--- src/common/hfcs_defs.vh ---
// Constants for the HDLC FIFO, command and status block.
`ifndef HFCS_DEFS_VH
`define HFCS_DEFS_VH
`define HFCS_CH_B_BASE 7'h40
`define HFCS_CH_SEL_BIT 6
`define HFCS_FIFO_SEL_BIT 5
`define HFCS_REG_STATUS 5'h00
`define HFCS_STATUS_RST 8'h48
`define HFCS_FIFO_BYTES 6'h20
`define HFCS_CMD_RMC 7
`define HFCS_CMD_RHR 6
`define HFCS_CMD_NRREP 5
`define HFCS_CMD_STI 4
`define HFCS_CMD_XTF 3
`define HFCS_CMD_XIF 2
`define HFCS_CMD_XME 1
`define HFCS_CMD_TRANSMITTER_RESET_CMD 0
`define HFCS_CMD_REPEAT 8'h2a
`define HFCS_CEC_CYCLES 2'h2
`define HFCS_ABORT_ONES 3'h7
`define HFCS_MODE_AUTO 2'h0
`define HFCS_MODE_EXT 2'h3
`endif

--- src/hdl/hfcs_fifo.v ---
// Parameterised flip-flop FIFO with valid and ready on both sides.
`timescale 1ns/100ps
module hfcs_fifo #(
  parameter WIDTH = 8,
  parameter DEPTH = 4,
  parameter AW = 2
) (
  input wire i_mclk,
  input wire i_resetn,
  input wire i_flush,
  input wire i_in_valid,
  output wire o_in_ready,
  input wire [WIDTH-1:0] i_in_data,
  output wire o_out_valid,
  input wire i_out_ready,
  output wire [WIDTH-1:0] o_out_data
);
  reg [WIDTH-1:0] mem_r [0:DEPTH-1];
  reg [AW-1:0] wp_r;
  reg [AW-1:0] rp_r;
  reg [AW:0] cnt_r;
  wire push;
  wire pop;
  assign o_in_ready = (cnt_r != DEPTH[AW:0]);
  assign o_out_valid = (cnt_r != {(AW+1){1'b0}});
  assign o_out_data = mem_r[rp_r];
  assign push = i_in_valid & o_in_ready;
  assign pop = o_out_valid & i_out_ready;
  always @(posedge i_mclk) begin
    if (!i_resetn || i_flush) begin
      wp_r <= {AW{1'b0}};
      rp_r <= {AW{1'b0}};
      cnt_r <= {(AW+1){1'b0}};
    end else begin
      if (push) begin
        mem_r[wp_r] <= i_in_data;
        wp_r <= (wp_r == DEPTH[AW-1:0] - 1'b1) ? {AW{1'b0}} : wp_r + 1'b1;
      end
      if (pop) begin
        rp_r <= (rp_r == DEPTH[AW-1:0] - 1'b1) ? {AW{1'b0}} : rp_r + 1'b1;
      end
      if (push && !pop) begin
        cnt_r <= cnt_r + 1'b1;
      end else if (pop && !push) begin
        cnt_r <= cnt_r - 1'b1;
      end
    end
  end
endmodule // hfcs_fifo

--- src/hdl/hfcs_top.v ---
// One HDLC channel pair: FIFO windows, commands, status and DMA request.
// Function
// - Whole FIFO window reaches current byte
// - First received bit lands in LSB
// - Threshold selects 32, 16, 4, 2 bytes
// - Interrupt mode: pool-full and message-end events
// - Message-complete command frees receive space
// - DMA request held until last read starts
// - Short block requests only remaining bytes
// - DMA message end blocks requests until RX_MESSAGE_COMPLETE_CMD
// - Host writes at most 32 bytes; LSB first
// - Transmit DMA requests full blocks plus remainder
// - Overflow flag on 33rd byte, cleared later
// - Auto-mode busy and awaiting-ack status bits
// - Executing flag at most 2.5 clocks
// - Receiver reset discards data and counters
// - Auto-mode not-ready bit picks RR or RNR
// - Command 2A repeats FIFO cyclically in extended mode
// - Timer start command; timer write stops
// - Transparent transmit starts frame or DMA
// - I-frame command starts auto-mode frame
// - Message end appends CRC and flag outside DMA and extended modes
// - Transmitter reset clears, aborts, reports ready
// - Status byte stored last in each frame
`timescale 1ns/100ps
`include "hfcs_defs.vh"
module hfcs_top #(
  parameter FIFO_DEPTH = 4
) (
  input wire i_mclk,
  input wire i_resetn,
  input wire [6:0] i_addr,
  input wire i_rd,
  input wire i_wr,
  input wire [7:0] i_wdata,
  output reg [7:0] o_rdata,
  input wire [1:0] i_mode_a,
  input wire [1:0] i_mode_b,
  input wire [1:0] i_rx_threshold_sel_a,
  input wire [1:0] i_rx_threshold_sel_b,
  input wire i_dma_mode_a,
  input wire i_dma_mode_b,
  input wire [11:0] i_tx_count_a,
  input wire [11:0] i_tx_count_b,
  input wire i_timer_write_a,
  input wire i_timer_write_b,
  input wire i_remote_busy_a,
  input wire i_remote_busy_b,
  input wire i_awaiting_ack_a,
  input wire i_awaiting_ack_b,
  input wire i_cts_a,
  input wire i_cts_b,
  input wire [1:0] i_rxd,
  input wire [1:0] i_rx_link_clk,
  input wire [1:0] i_rx_frame_end,
  input wire [7:0] i_rx_frame_status,
  input wire [1:0] i_tx_link_clk,
  output reg [1:0] o_txd,
  output wire [1:0] o_rx_dma_request,
  output wire [1:0] o_tx_dma_request,
  output wire [1:0] o_rx_pool_full_irq,
  output wire [1:0] o_rx_message_end_irq,
  output wire [1:0] o_tx_pool_ready_irq,
  output reg [1:0] o_timer_run,
  output reg [1:0] o_send_rnr,
  output reg [1:0] o_seq_reset,
  output reg [1:0] o_iframe_start,
  output reg [1:0] o_append_crc
);
  // ------------------------------------------------------------
  // Helper functions
  // ------------------------------------------------------------
  function [5:0] thr_bytes;
    input [1:0] sel;
    begin
      case (sel)
        2'h0: thr_bytes = 6'h20;
        2'h1: thr_bytes = 6'h10;
        2'h2: thr_bytes = 6'h04;
        default: thr_bytes = 6'h02;
      endcase
    end
  endfunction

  function [5:0] tx_block;
    input [11:0] left;
    begin
      if (left >= {6'h00, `HFCS_FIFO_BYTES})
        tx_block = `HFCS_FIFO_BYTES;
      else
        tx_block = left[5:0];
    end
  endfunction

  // ------------------------------------------------------------
  // Per-channel logic
  // ------------------------------------------------------------
  wire [7:0] rx_rdata [0:1];
  wire [7:0] status [0:1];
  wire [1:0] ch_hit;
  assign ch_hit[0] = ~i_addr[`HFCS_CH_SEL_BIT];
  assign ch_hit[1] = i_addr[`HFCS_CH_SEL_BIT];

  genvar c;
  generate
    for (c = 0; c < 2; c = c + 1) begin : g_ch
      wire [1:0] mode = (c == 0) ? i_mode_a : i_mode_b;
      wire dma = (c == 0) ? i_dma_mode_a : i_dma_mode_b;
      wire [1:0] tsel = (c == 0) ? i_rx_threshold_sel_a :
        i_rx_threshold_sel_b;
      wire [11:0] tcnt = (c == 0) ? i_tx_count_a : i_tx_count_b;
      wire twr = (c == 0) ? i_timer_write_a : i_timer_write_b;
      wire rbusy = (c == 0) ? i_remote_busy_a : i_remote_busy_b;
      wire wack = (c == 0) ? i_awaiting_ack_a : i_awaiting_ack_b;
      wire cts = (c == 0) ? i_cts_a : i_cts_b;
      wire auto_m = (mode == `HFCS_MODE_AUTO);
      wire fifo_sel = ~i_addr[`HFCS_FIFO_SEL_BIT];
      wire cmd_wr = i_wr & ch_hit[c] & ~fifo_sel &
        (i_addr[4:0] == `HFCS_REG_STATUS);
      wire rd_fifo = i_rd & ch_hit[c] & fifo_sel;
      wire wr_fifo = i_wr & ch_hit[c] & fifo_sel;

      // Link inputs pass two flops before use.
      reg [1:0] rclk_s_r, rxd_s_r, fe_s_r, tclk_s_r;
      reg rclk_d_r, tclk_d_r;
      always @(posedge i_mclk) begin
        if (!i_resetn) begin
          rclk_s_r <= 2'h0;
          rxd_s_r <= 2'h0;
          fe_s_r <= 2'h0;
          tclk_s_r <= 2'h0;
          rclk_d_r <= 1'b0;
          tclk_d_r <= 1'b0;
        end else begin
          rclk_s_r <= {rclk_s_r[0], i_rx_link_clk[c]};
          rxd_s_r <= {rxd_s_r[0], i_rxd[c]};
          fe_s_r <= {fe_s_r[0], i_rx_frame_end[c]};
          tclk_s_r <= {tclk_s_r[0], i_tx_link_clk[c]};
          rclk_d_r <= rclk_s_r[1];
          tclk_d_r <= tclk_s_r[1];
        end
      end
      wire rx_edge = rclk_s_r[1] & ~rclk_d_r;
      wire tx_edge = ~tclk_s_r[1] & tclk_d_r;
      reg fe_d_r;
      wire fe_pulse = fe_s_r[1] & ~fe_d_r;

      // Receive byte assembly and receive buffer.
      reg [7:0] rsh_r;
      reg [2:0] rbit_r;
      reg [7:0] rbuf_r [0:31];
      reg [5:0] rwp_r, rrp_r, rfree_r, blk_left_r;
      reg rhold_r, rme_r, rpf_r, rdma_blk_r, rstat_pend_r;
      reg cmd_rhr_r;
      wire [5:0] thr = thr_bytes(tsel);
      wire [5:0] rcnt = rwp_r - rrp_r;
      wire full_blk = (rcnt >= thr);
      wire byte_done = rx_edge & (rbit_r == 3'h7);
      wire [7:0] rbyte = {rxd_s_r[1], rsh_r[7:1]};

      wire st_in_ready, st_out_valid;
      wire [7:0] st_out_data;
      wire st_push_data = byte_done & ~rstat_pend_r;
      wire st_in_valid = st_push_data | rstat_pend_r;
      wire [7:0] st_in_data = rstat_pend_r ? i_rx_frame_status : rbyte;
      wire buf_room = (rcnt != `HFCS_FIFO_BYTES);
      hfcs_fifo #(.WIDTH(8), .DEPTH(FIFO_DEPTH), .AW(2)) u_stage (
        .i_mclk(i_mclk),
        .i_resetn(i_resetn),
        .i_flush(cmd_rhr_r),
        .i_in_valid(st_in_valid),
        .o_in_ready(st_in_ready),
        .i_in_data(st_in_data),
        .o_out_valid(st_out_valid),
        .i_out_ready(buf_room),
        .o_out_data(st_out_data)
      );
      wire buf_push = st_out_valid & buf_room;
      assign rx_rdata[c] = rbuf_r[rrp_r[4:0]];

      always @(posedge i_mclk) begin
        if (!i_resetn || cmd_rhr_r) begin
          rsh_r <= 8'h00;
          rbit_r <= 3'h0;
          rwp_r <= 6'h00;
          rrp_r <= 6'h00;
          rhold_r <= 1'b0;
          rme_r <= 1'b0;
          rpf_r <= 1'b0;
          rdma_blk_r <= 1'b0;
          rstat_pend_r <= 1'b0;
          blk_left_r <= 6'h00;
          fe_d_r <= 1'b0;
        end else begin
          fe_d_r <= fe_s_r[1];
          if (rx_edge) begin
            rsh_r <= rbyte;
            rbit_r <= rbit_r + 3'h1;
          end
          if (fe_pulse) begin
            rstat_pend_r <= 1'b1;
          end else if (rstat_pend_r && st_in_ready) begin
            rstat_pend_r <= 1'b0;
          end
          if (buf_push) begin
            rbuf_r[rwp_r[4:0]] <= st_out_data;
            rwp_r <= rwp_r + 6'h01;
          end
          if (!rhold_r && !rdma_blk_r) begin
            if (full_blk && !fe_d_r) begin
              rhold_r <= 1'b1;
              rpf_r <= ~dma;
              blk_left_r <= thr;
            end else if (fe_d_r && !rstat_pend_r && !st_out_valid &&
                rcnt != 6'h00) begin
              rhold_r <= 1'b1;
              blk_left_r <= rcnt;
              rme_r <= ~dma;
            end
          end
          if (rhold_r && rd_fifo && blk_left_r != 6'h00) begin
            rrp_r <= rrp_r + 6'h01;
            blk_left_r <= blk_left_r - 6'h01;
            if (dma && blk_left_r == 6'h01 && fe_d_r) begin
              rme_r <= 1'b1;
              rdma_blk_r <= 1'b1;
            end
            if (dma && blk_left_r == 6'h01 && !fe_d_r) begin
              rhold_r <= 1'b0;
            end
          end
          if (cmd_wr && i_wdata[`HFCS_CMD_RMC]) begin
            rhold_r <= 1'b0;
            rpf_r <= 1'b0;
            rme_r <= 1'b0;
            rdma_blk_r <= 1'b0;
            blk_left_r <= 6'h00;
            if (!dma) begin
              rrp_r <= rrp_r + blk_left_r;
            end
          end
        end
      end
      // Request stays up until the last read of the block starts.
      assign o_rx_dma_request[c] = dma & rhold_r & ~rdma_blk_r &
        (blk_left_r != 6'h00) & ~(rd_fifo & (blk_left_r == 6'h01));
      assign o_rx_pool_full_irq[c] = rpf_r;
      assign o_rx_message_end_irq[c] = rme_r;

      // Transmit side.
      reg [7:0] tbuf_r [0:31];
      reg [5:0] twp_r, trp_r;
      reg [11:0] tleft_r;
      reg [5:0] treq_r;
      reg tov_r, tsend_r, trep_r, txpr_r, tabort_r;
      reg [2:0] tab_cnt_r, tbit_r;
      reg [1:0] cec_r;
      wire [5:0] tcnt_f = twp_r - trp_r;
      wire cmd_transmitter_reset_cmd = cmd_wr & i_wdata[`HFCS_CMD_TRANSMITTER_RESET_CMD];
      wire cmd_go = cmd_wr & (i_wdata[`HFCS_CMD_XTF] |
        (i_wdata[`HFCS_CMD_XIF] & auto_m));
      always @(posedge i_mclk) begin
        if (!i_resetn || cmd_transmitter_reset_cmd) begin
          twp_r <= 6'h00;
          trp_r <= 6'h00;
          tov_r <= 1'b0;
          tsend_r <= 1'b0;
          trep_r <= 1'b0;
          tleft_r <= 12'h000;
          treq_r <= 6'h00;
          tbit_r <= 3'h0;
          o_txd[c] <= 1'b1;
          txpr_r <= 1'b1;
          tabort_r <= i_resetn;
          tab_cnt_r <= `HFCS_ABORT_ONES;
          o_iframe_start[c] <= 1'b0;
          o_append_crc[c] <= 1'b0;
        end else begin
          o_iframe_start[c] <= cmd_wr & i_wdata[`HFCS_CMD_XIF] & auto_m;
          o_append_crc[c] <= cmd_wr & i_wdata[`HFCS_CMD_XME] & ~dma &
            (mode != `HFCS_MODE_EXT);
          if (wr_fifo) begin
            if (tcnt_f == `HFCS_FIFO_BYTES) begin
              tov_r <= 1'b1;
            end else begin
              tbuf_r[twp_r[4:0]] <= i_wdata;
              twp_r <= twp_r + 6'h01;
              txpr_r <= 1'b0;
              if (treq_r != 6'h00) begin
                treq_r <= treq_r - 6'h01;
              end
            end
          end
          if (cmd_go) begin
            tsend_r <= 1'b1;
            trep_r <= (i_wdata == `HFCS_CMD_REPEAT) &&
              (mode == `HFCS_MODE_EXT);
            if (dma) begin
              tleft_r <= tcnt;
              treq_r <= tx_block(tcnt);
            end
          end
          if (tabort_r && tx_edge) begin
            o_txd[c] <= 1'b1;
            tab_cnt_r <= tab_cnt_r - 3'h1;
            if (tab_cnt_r == 3'h1) begin
              tabort_r <= 1'b0;
              txpr_r <= 1'b1;
            end
          end else if (tsend_r && tx_edge && tcnt_f != 6'h00 &&
              (!dma || tcnt_f == `HFCS_FIFO_BYTES || treq_r == 6'h00)) begin
            o_txd[c] <= tbuf_r[trp_r[4:0]][tbit_r];
            tbit_r <= tbit_r + 3'h1;
            if (tbit_r == 3'h7) begin
              if (trep_r && trp_r + 6'h01 == twp_r) begin
                trp_r <= 6'h00;
              end else begin
                trp_r <= trp_r + 6'h01;
                tov_r <= 1'b0;
              end
              if (dma && tleft_r != 12'h000) begin
                tleft_r <= tleft_r - 12'h001;
                if (treq_r == 6'h00 && tcnt_f == 6'h01) begin
                  treq_r <= tx_block(tleft_r - 12'h001);
                end
              end
              if (!trep_r && tcnt_f == 6'h01) begin
                tsend_r <= 1'b0;
                txpr_r <= 1'b1;
              end
            end
          end
        end
      end
      assign o_tx_dma_request[c] = dma & tsend_r & (treq_r != 6'h00);
      assign o_tx_pool_ready_irq[c] = txpr_r;

      // Command pulses, executing flag, timer and auto-mode controls.
      always @(posedge i_mclk) begin
        if (!i_resetn) begin
          cec_r <= 2'h0;
          cmd_rhr_r <= 1'b0;
          o_timer_run[c] <= 1'b0;
          o_send_rnr[c] <= 1'b0;
          o_seq_reset[c] <= 1'b0;
        end else begin
          cmd_rhr_r <= cmd_wr & i_wdata[`HFCS_CMD_RHR];
          o_seq_reset[c] <= cmd_wr & i_wdata[`HFCS_CMD_RHR] & auto_m;
          if (cmd_wr) begin
            cec_r <= `HFCS_CEC_CYCLES;
          end else if (cec_r != 2'h0) begin
            cec_r <= cec_r - 2'h1;
          end
          if (cmd_wr && i_wdata[`HFCS_CMD_STI]) begin
            o_timer_run[c] <= 1'b1;
          end else if (twr) begin
            o_timer_run[c] <= 1'b0;
          end
          if (cmd_wr && auto_m) begin
            o_send_rnr[c] <= i_wdata[`HFCS_CMD_NRREP];
          end
        end
      end
      // Busy bits read zero outside auto-mode.
      assign status[c] = {tov_r, (tcnt_f == 6'h00) & ~tabort_r,
        o_send_rnr[c] & auto_m, rbusy & auto_m, (rbit_r == 3'h0) & ~rhold_r,
        (cec_r != 2'h0), cts, wack & auto_m};
    end
  endgenerate

  // ------------------------------------------------------------
  // Read data register
  // ------------------------------------------------------------
  wire rsel = i_addr[`HFCS_CH_SEL_BIT];
  always @(posedge i_mclk) begin
    if (!i_resetn) begin
      o_rdata <= 8'h00;
    end else if (i_rd) begin
      if (!i_addr[`HFCS_FIFO_SEL_BIT]) begin
        o_rdata <= rx_rdata[rsel];
      end else if (i_addr[4:0] == `HFCS_REG_STATUS) begin
        o_rdata <= status[rsel];
      end else begin
        o_rdata <= 8'h00;
      end
    end
  end
endmodule // hfcs_top

--- config.mk ---
export PLATFORM = sky130hd
export DESIGN_NAME = hfcs_top
export DESIGN_NICKNAME = d
export VERILOG_FILES = /design/src/hdl/hfcs_fifo.v /design/src/hdl/hfcs_top.v
export VERILOG_INCLUDE_DIRS = /design/src /design/src/common
export SDC_FILE = /design/constraint.sdc
export NUM_CORES = 2
export LEC_CHECK = 0
export ABC_CLOCK_PERIOD_IN_PS = 9300
export CELL_PAD_IN_SITES_DETAIL_PLACEMENT = 1
export CELL_PAD_IN_SITES_GLOBAL_PLACEMENT = 1
export CORE_AREA = 4 4 440 442
export CTS_BUF_LIST = sky130_fd_sc_hd__clkbuf_4 sky130_fd_sc_hd__clkbuf_8
export CTS_CLUSTER_DIAMETER = 120
export DETAILED_ROUTE_END_ITERATION = 16
export DIE_AREA = 0 0 444 446
export DONT_BUFFER_PORTS = 1
export GPL_ROUTABILITY_DRIVEN = 0
export GPL_TIMING_DRIVEN = 0
export PLACE_DENSITY_LB_ADDON = 0.1
export REMOVE_ABC_BUFFERS = 1
export SYNTH_ARGS = -nofsm -noshare
export SYNTH_HDL_FRONTEND = slang
export SYNTH_SLANG_ARGS = --single-unit
export TNS_END_PERCENT = 20
--- constraint.sdc ---
create_clock -name i_mclk -period 9.3 [get_ports i_mclk]
set_input_delay 1.86 -clock i_mclk [delete_from_list [all_inputs] [get_ports i_mclk]]
set_output_delay 1.86 -clock i_mclk [all_outputs]
set_load 0.02 [all_outputs]
==> summary by stage <==
Drt
The per-cell via count in the routed design is between 4 and 5. The final routed wirelength across all metal layers is 152 mm. The detailed-route DRC error count is 0. In this run, the number of DRC markers left after iteration 0 of detailed routing was between 2000 and 2500. Before antenna repair, the detailed router went through 5 iterations.

In this run the remaining antenna-violating nets after routing total 0. Dividing the detail-routed wire length by the instance count gives roughly 24 um. The routed layout has roughly 30000 vias.

Global route
The initial antenna violation count is 16. The via count of the first global-routing pass is about 34000. The wire length of the first global-routing pass is 227 mm. Entering global routing, the biggest net connects 70 pins. Global routing finished with a remaining overflow of 0. Across every metal layer, demand over resource in global routing totals 0.153.

Setup path
For flop-to-flop paths, the worst setup slack is 3500 ps. The worst setup path is captured at a register. STA puts the critical path data required time at 9850 ps. Along the worst path, the maximum fanout reaches 20.

Counting cells, the worst reg-to-reg path comes to 10. The critical path launch point type is a register. The category of the most critical setup path is reg -> reg. The worst endpoint data arrival time is 6350 ps. The source of the worst register-to-register timing path is g_ch[1].rrp_r[3]$_SDFF_PP0_. The worst register-to-register path ends at g_ch[1].rbuf_r[18][3]$_DFFE_PP_.

Power and ir drop
The worst vdd rail ir drop is 0.000109 V. Total power for the finished layout comes to 13600 uW. Summed over all cells, the static leakage comes to 0.0195 uW.

Dividing total power by cell area gives a power density of ~220 nW/um2.

Yosys
Yosys printed 0 warnings. The number of unique standard cell types used by synthesis is 93. Of all flip-flops after synthesis, the portion carrying an async set or reset was 0.

The average instance in the mapped netlist occupies 15.8 um2. The synthesis-stage register bit count is 1312. After synthesis the cells add up to 54900 um2. For this run, the register share of the synthesized area comes to 0.677. The cell count after synthesis came out at 3469. The predominant post-synthesis flop cell is sky130_fd_sc_hd__edfxtp_1. Counting flops with a built-in enable in the synthesized netlist gives between 1000 and 1500.

Clock network
The number of H-tree levels is 4. The number of hold buffers added after cts is 0. The clock reaches the later pin of the worst-skew pair after between 900 and 1000 ps. The post-CTS setup buffer count is 0. In this run the deepest clock path goes through 3 buffers. The root buffer cell chosen for the clock tree is sky130_fd_sc_hd__clkbuf_8. TritonCTS created 229 clock buffers. Clock tree synthesis found a total of 1312 sinks. The CTS tree is yes. After clock tree synthesis, the clock-pin slew on the worst setup and hold paths is 60 ps. The number of gates resized after cts is 0.

Final layout
Relative to the synthesized area, the layout overhead comes to 13.8%. The final layout contains 3728 nets. The most common library cell in the layout ignoring fill and taps is sky130_fd_sc_hd__edfxtp_1. The final cell utilization of the core is 0.329. The top cell types in the final layout, fill and taps aside, are sky130_fd_sc_hd__edfxtp_1, sky130_fd_sc_hd__nor2_1, sky130_fd_sc_hd__mux4_2, sky130_fd_sc_hd__clkbuf_8, sky130_fd_sc_hd__dfxtp_1. The share of cells above drive strength 1 is 0.197. The layout has 19337 filler cells.

STA
Setup repair after global routing left no endpoint under its margin. The post-route fraction of the period consumed by the critical path is 0.624. The worst pin sits at a relative slew slack of 0.0896. The number of hold violations in the final report came to 0. At the pin with the least slew margin, the transition time is 1360 ps. The total negative slack for setup checks is 0 ps. Between clock sinks in the finished design, the worst skew comes to between 30 and 40 ps. The max-slew violation count is 0. For this run, the top clock speed supported by timing is 0.172 GHz.

After layout, the minimum clock period comes to 5800 ps. The count of final setup violators is 0.

Floorplan
The starting utilization of the core area is 0.289. The core outline area is ~190000 um2. The floorplan step defined a die boundary enclosing just under 200000 um2. The number of cell rows is between 150 and 200. In this run the count of I/O pins placed on the die edge is 107. The y dimension of the die is around 450 um. The die width is 444 um.

Worst hold path
The start point of the worst min-delay path is g_ch[0].tclk_s_r[0]$_SDFF_PN0_. The tightest min-delay check is of the reg -> reg type. Counting instances, the worst hold path has a depth of 1. The end point of the worst hold path is g_ch[0].tclk_s_r[1]$_SDFF_PN0_.

Place
The total half-perimeter wirelength after legalization and detailed placement is approximately 100 mm. The port buffer count is 0.

Run
Across the run, the number of max-cap violations was 0.

Run status
The run finished with clean final reports.
==> metal layers <==
layer / track usage / vias up / routed length (um)
met5: 0 / - / 0
li1: - / 13800 / -
met2: 0.266 / 550 / 77100
met4: 0.0535 / 0 / 4840
met1: 0.193 / 16129 / 65200
met3: 0.0276 / 307 / 5280
==> registers in the layout (all words and copies together), names as in the netlist, 6 cells and up, named ones only <==
| signal | cells |
|---|---|
| g_ch.tbuf_r | 512 |
| g_ch.u_stage.cnt_r | 6 |
| g_ch.blk_left_r | 12 |
| g_ch.trp_r | 12 |
| g_ch.rbuf_r | 512 |
| g_ch.rsh_r | 14 |
| g_ch.tbit_r | 6 |
| g_ch.rwp_r | 12 |
| g_ch.rbit_r | 6 |
| g_ch.tleft_r | 24 |
| g_ch.rrp_r | 12 |
| g_ch.twp_r | 12 |
| o_rdata | 8 |
| g_ch.u_stage.mem_r | 64 |
| g_ch.tab_cnt_r | 6 |
| g_ch.treq_r | 12 |
==> through the flow <==
stage	setup WS, ps	area [um2]	cells	hold WS [ps]
after global routing	2950	62400	6260	448
final	3500	62400	6260	431
after CTS	3180	62400	6250	437
after detailed placement	3000	57700	5829	425
after floorplan	3000	54200	3306	412
after global placement	184	57300	5817	430
==> worst max-delay path by stage <==
stage                                      from                               to
floorplan           g_ch[1].rrp_r[0]$_SDFF_PP0_   g_ch[1].rbuf_r[0][0]$_DFFE_PP_
global placement    g_ch[1].rrp_r[0]$_SDFF_PP0_  g_ch[1].rbuf_r[16][3]$_DFFE_PP_
detailed placement                    i_addr[1]  g_ch[0].tbuf_r[30][0]$_DFFE_PP_
CTS                 g_ch[1].rrp_r[3]$_SDFF_PP0_  g_ch[1].rbuf_r[18][3]$_DFFE_PP_
global route        g_ch[1].rrp_r[3]$_SDFF_PP0_  g_ch[1].rbuf_r[10][1]$_DFFE_PP_
finish              g_ch[1].rrp_r[3]$_SDFF_PP0_  g_ch[1].rbuf_r[18][3]$_DFFE_PP_
==> synthesized netlist by cell type (all sizes together), types with 17 or more instances <==
cell,n,area share
a211oi,41,0.0056
a21oi,159,0.015
a22oi,30,0.0041
a31oi,25,0.0029
and2,37,0.0042
and3,21,0.0024
buf,59,0.0053
clkbuf,104,0.0071
dfxtp,222,0.081
edfxtp,1090,0.60
ha,94,0.021
inv,80,0.0055
mux2,18,0.0037
mux2i,76,0.014
mux4,280,0.11
nand2,206,0.014
nand2b,31,0.0035
nand3,58,0.0053
nand3b,21,0.0029
nand4,18,0.0021
nor2,305,0.021
nor2b,22,0.0025
nor3,53,0.0050
nor4,21,0.0029
o211ai,25,0.0034
o21ai,70,0.0064
o221ai,18,0.0030
o22ai,17,0.0019
or3,26,0.0031
xnor2,42,0.0067
xor2,42,0.0067
==> critical path, stage by stage (launching register included) <==
cell and delay (ps):
sky130_fd_sc_hd__dfxtp_1 1100, sky130_fd_sc_hd__clkinv_1 730, sky130_fd_sc_hd__ha_1 580, sky130_fd_sc_hd__a21oi_1 100, sky130_fd_sc_hd__xnor2_1 520, sky130_fd_sc_hd__nor3_1 140, sky130_fd_sc_hd__a21oi_2 470, sky130_fd_sc_hd__inv_1 210
sky130_fd_sc_hd__nor2_1 300, sky130_fd_sc_hd__nand2_1 420, sky130_fd_sc_hd__nor2_1 810
==> final cells by class <==
type	instances	area [um2]	area share
clock buffer	304	3800	0.0608
inverter	81	304	0.00487
multi-input combinational	1913	16700	0.268
antenna	10	25.0	0.000401
sequential	1312	37200	0.596
tap	2511	3140	0.0503
timing repair buffer	12	294	0.00471
clock inverter	117	913	0.0146
==> cells by family (layout without fill, tap and decap cells) <==
family	count (synthesis)	after routing	share of synthesized area
AOI/OAI and AO/OA	480	480	0.0572
and+or+nand+nor	872	872	0.0769
other	0	10	0
muxes	374	374	0.132
DFF	1312	1312	0.677
adders and majority gates	103	103	0.0245
xor gates and xnor gates	84	84	0.0134
buffers and inverters	244	514	0.0180
==> power breakdown <==
group	total, uW	switching, uW	internal, uW
registers	6920	146	6770
logic	1250	865	387
clock network	5430	2460	2970
total	13600	3470	10100
Note: power is estimated with default switching activity, not from simulation.
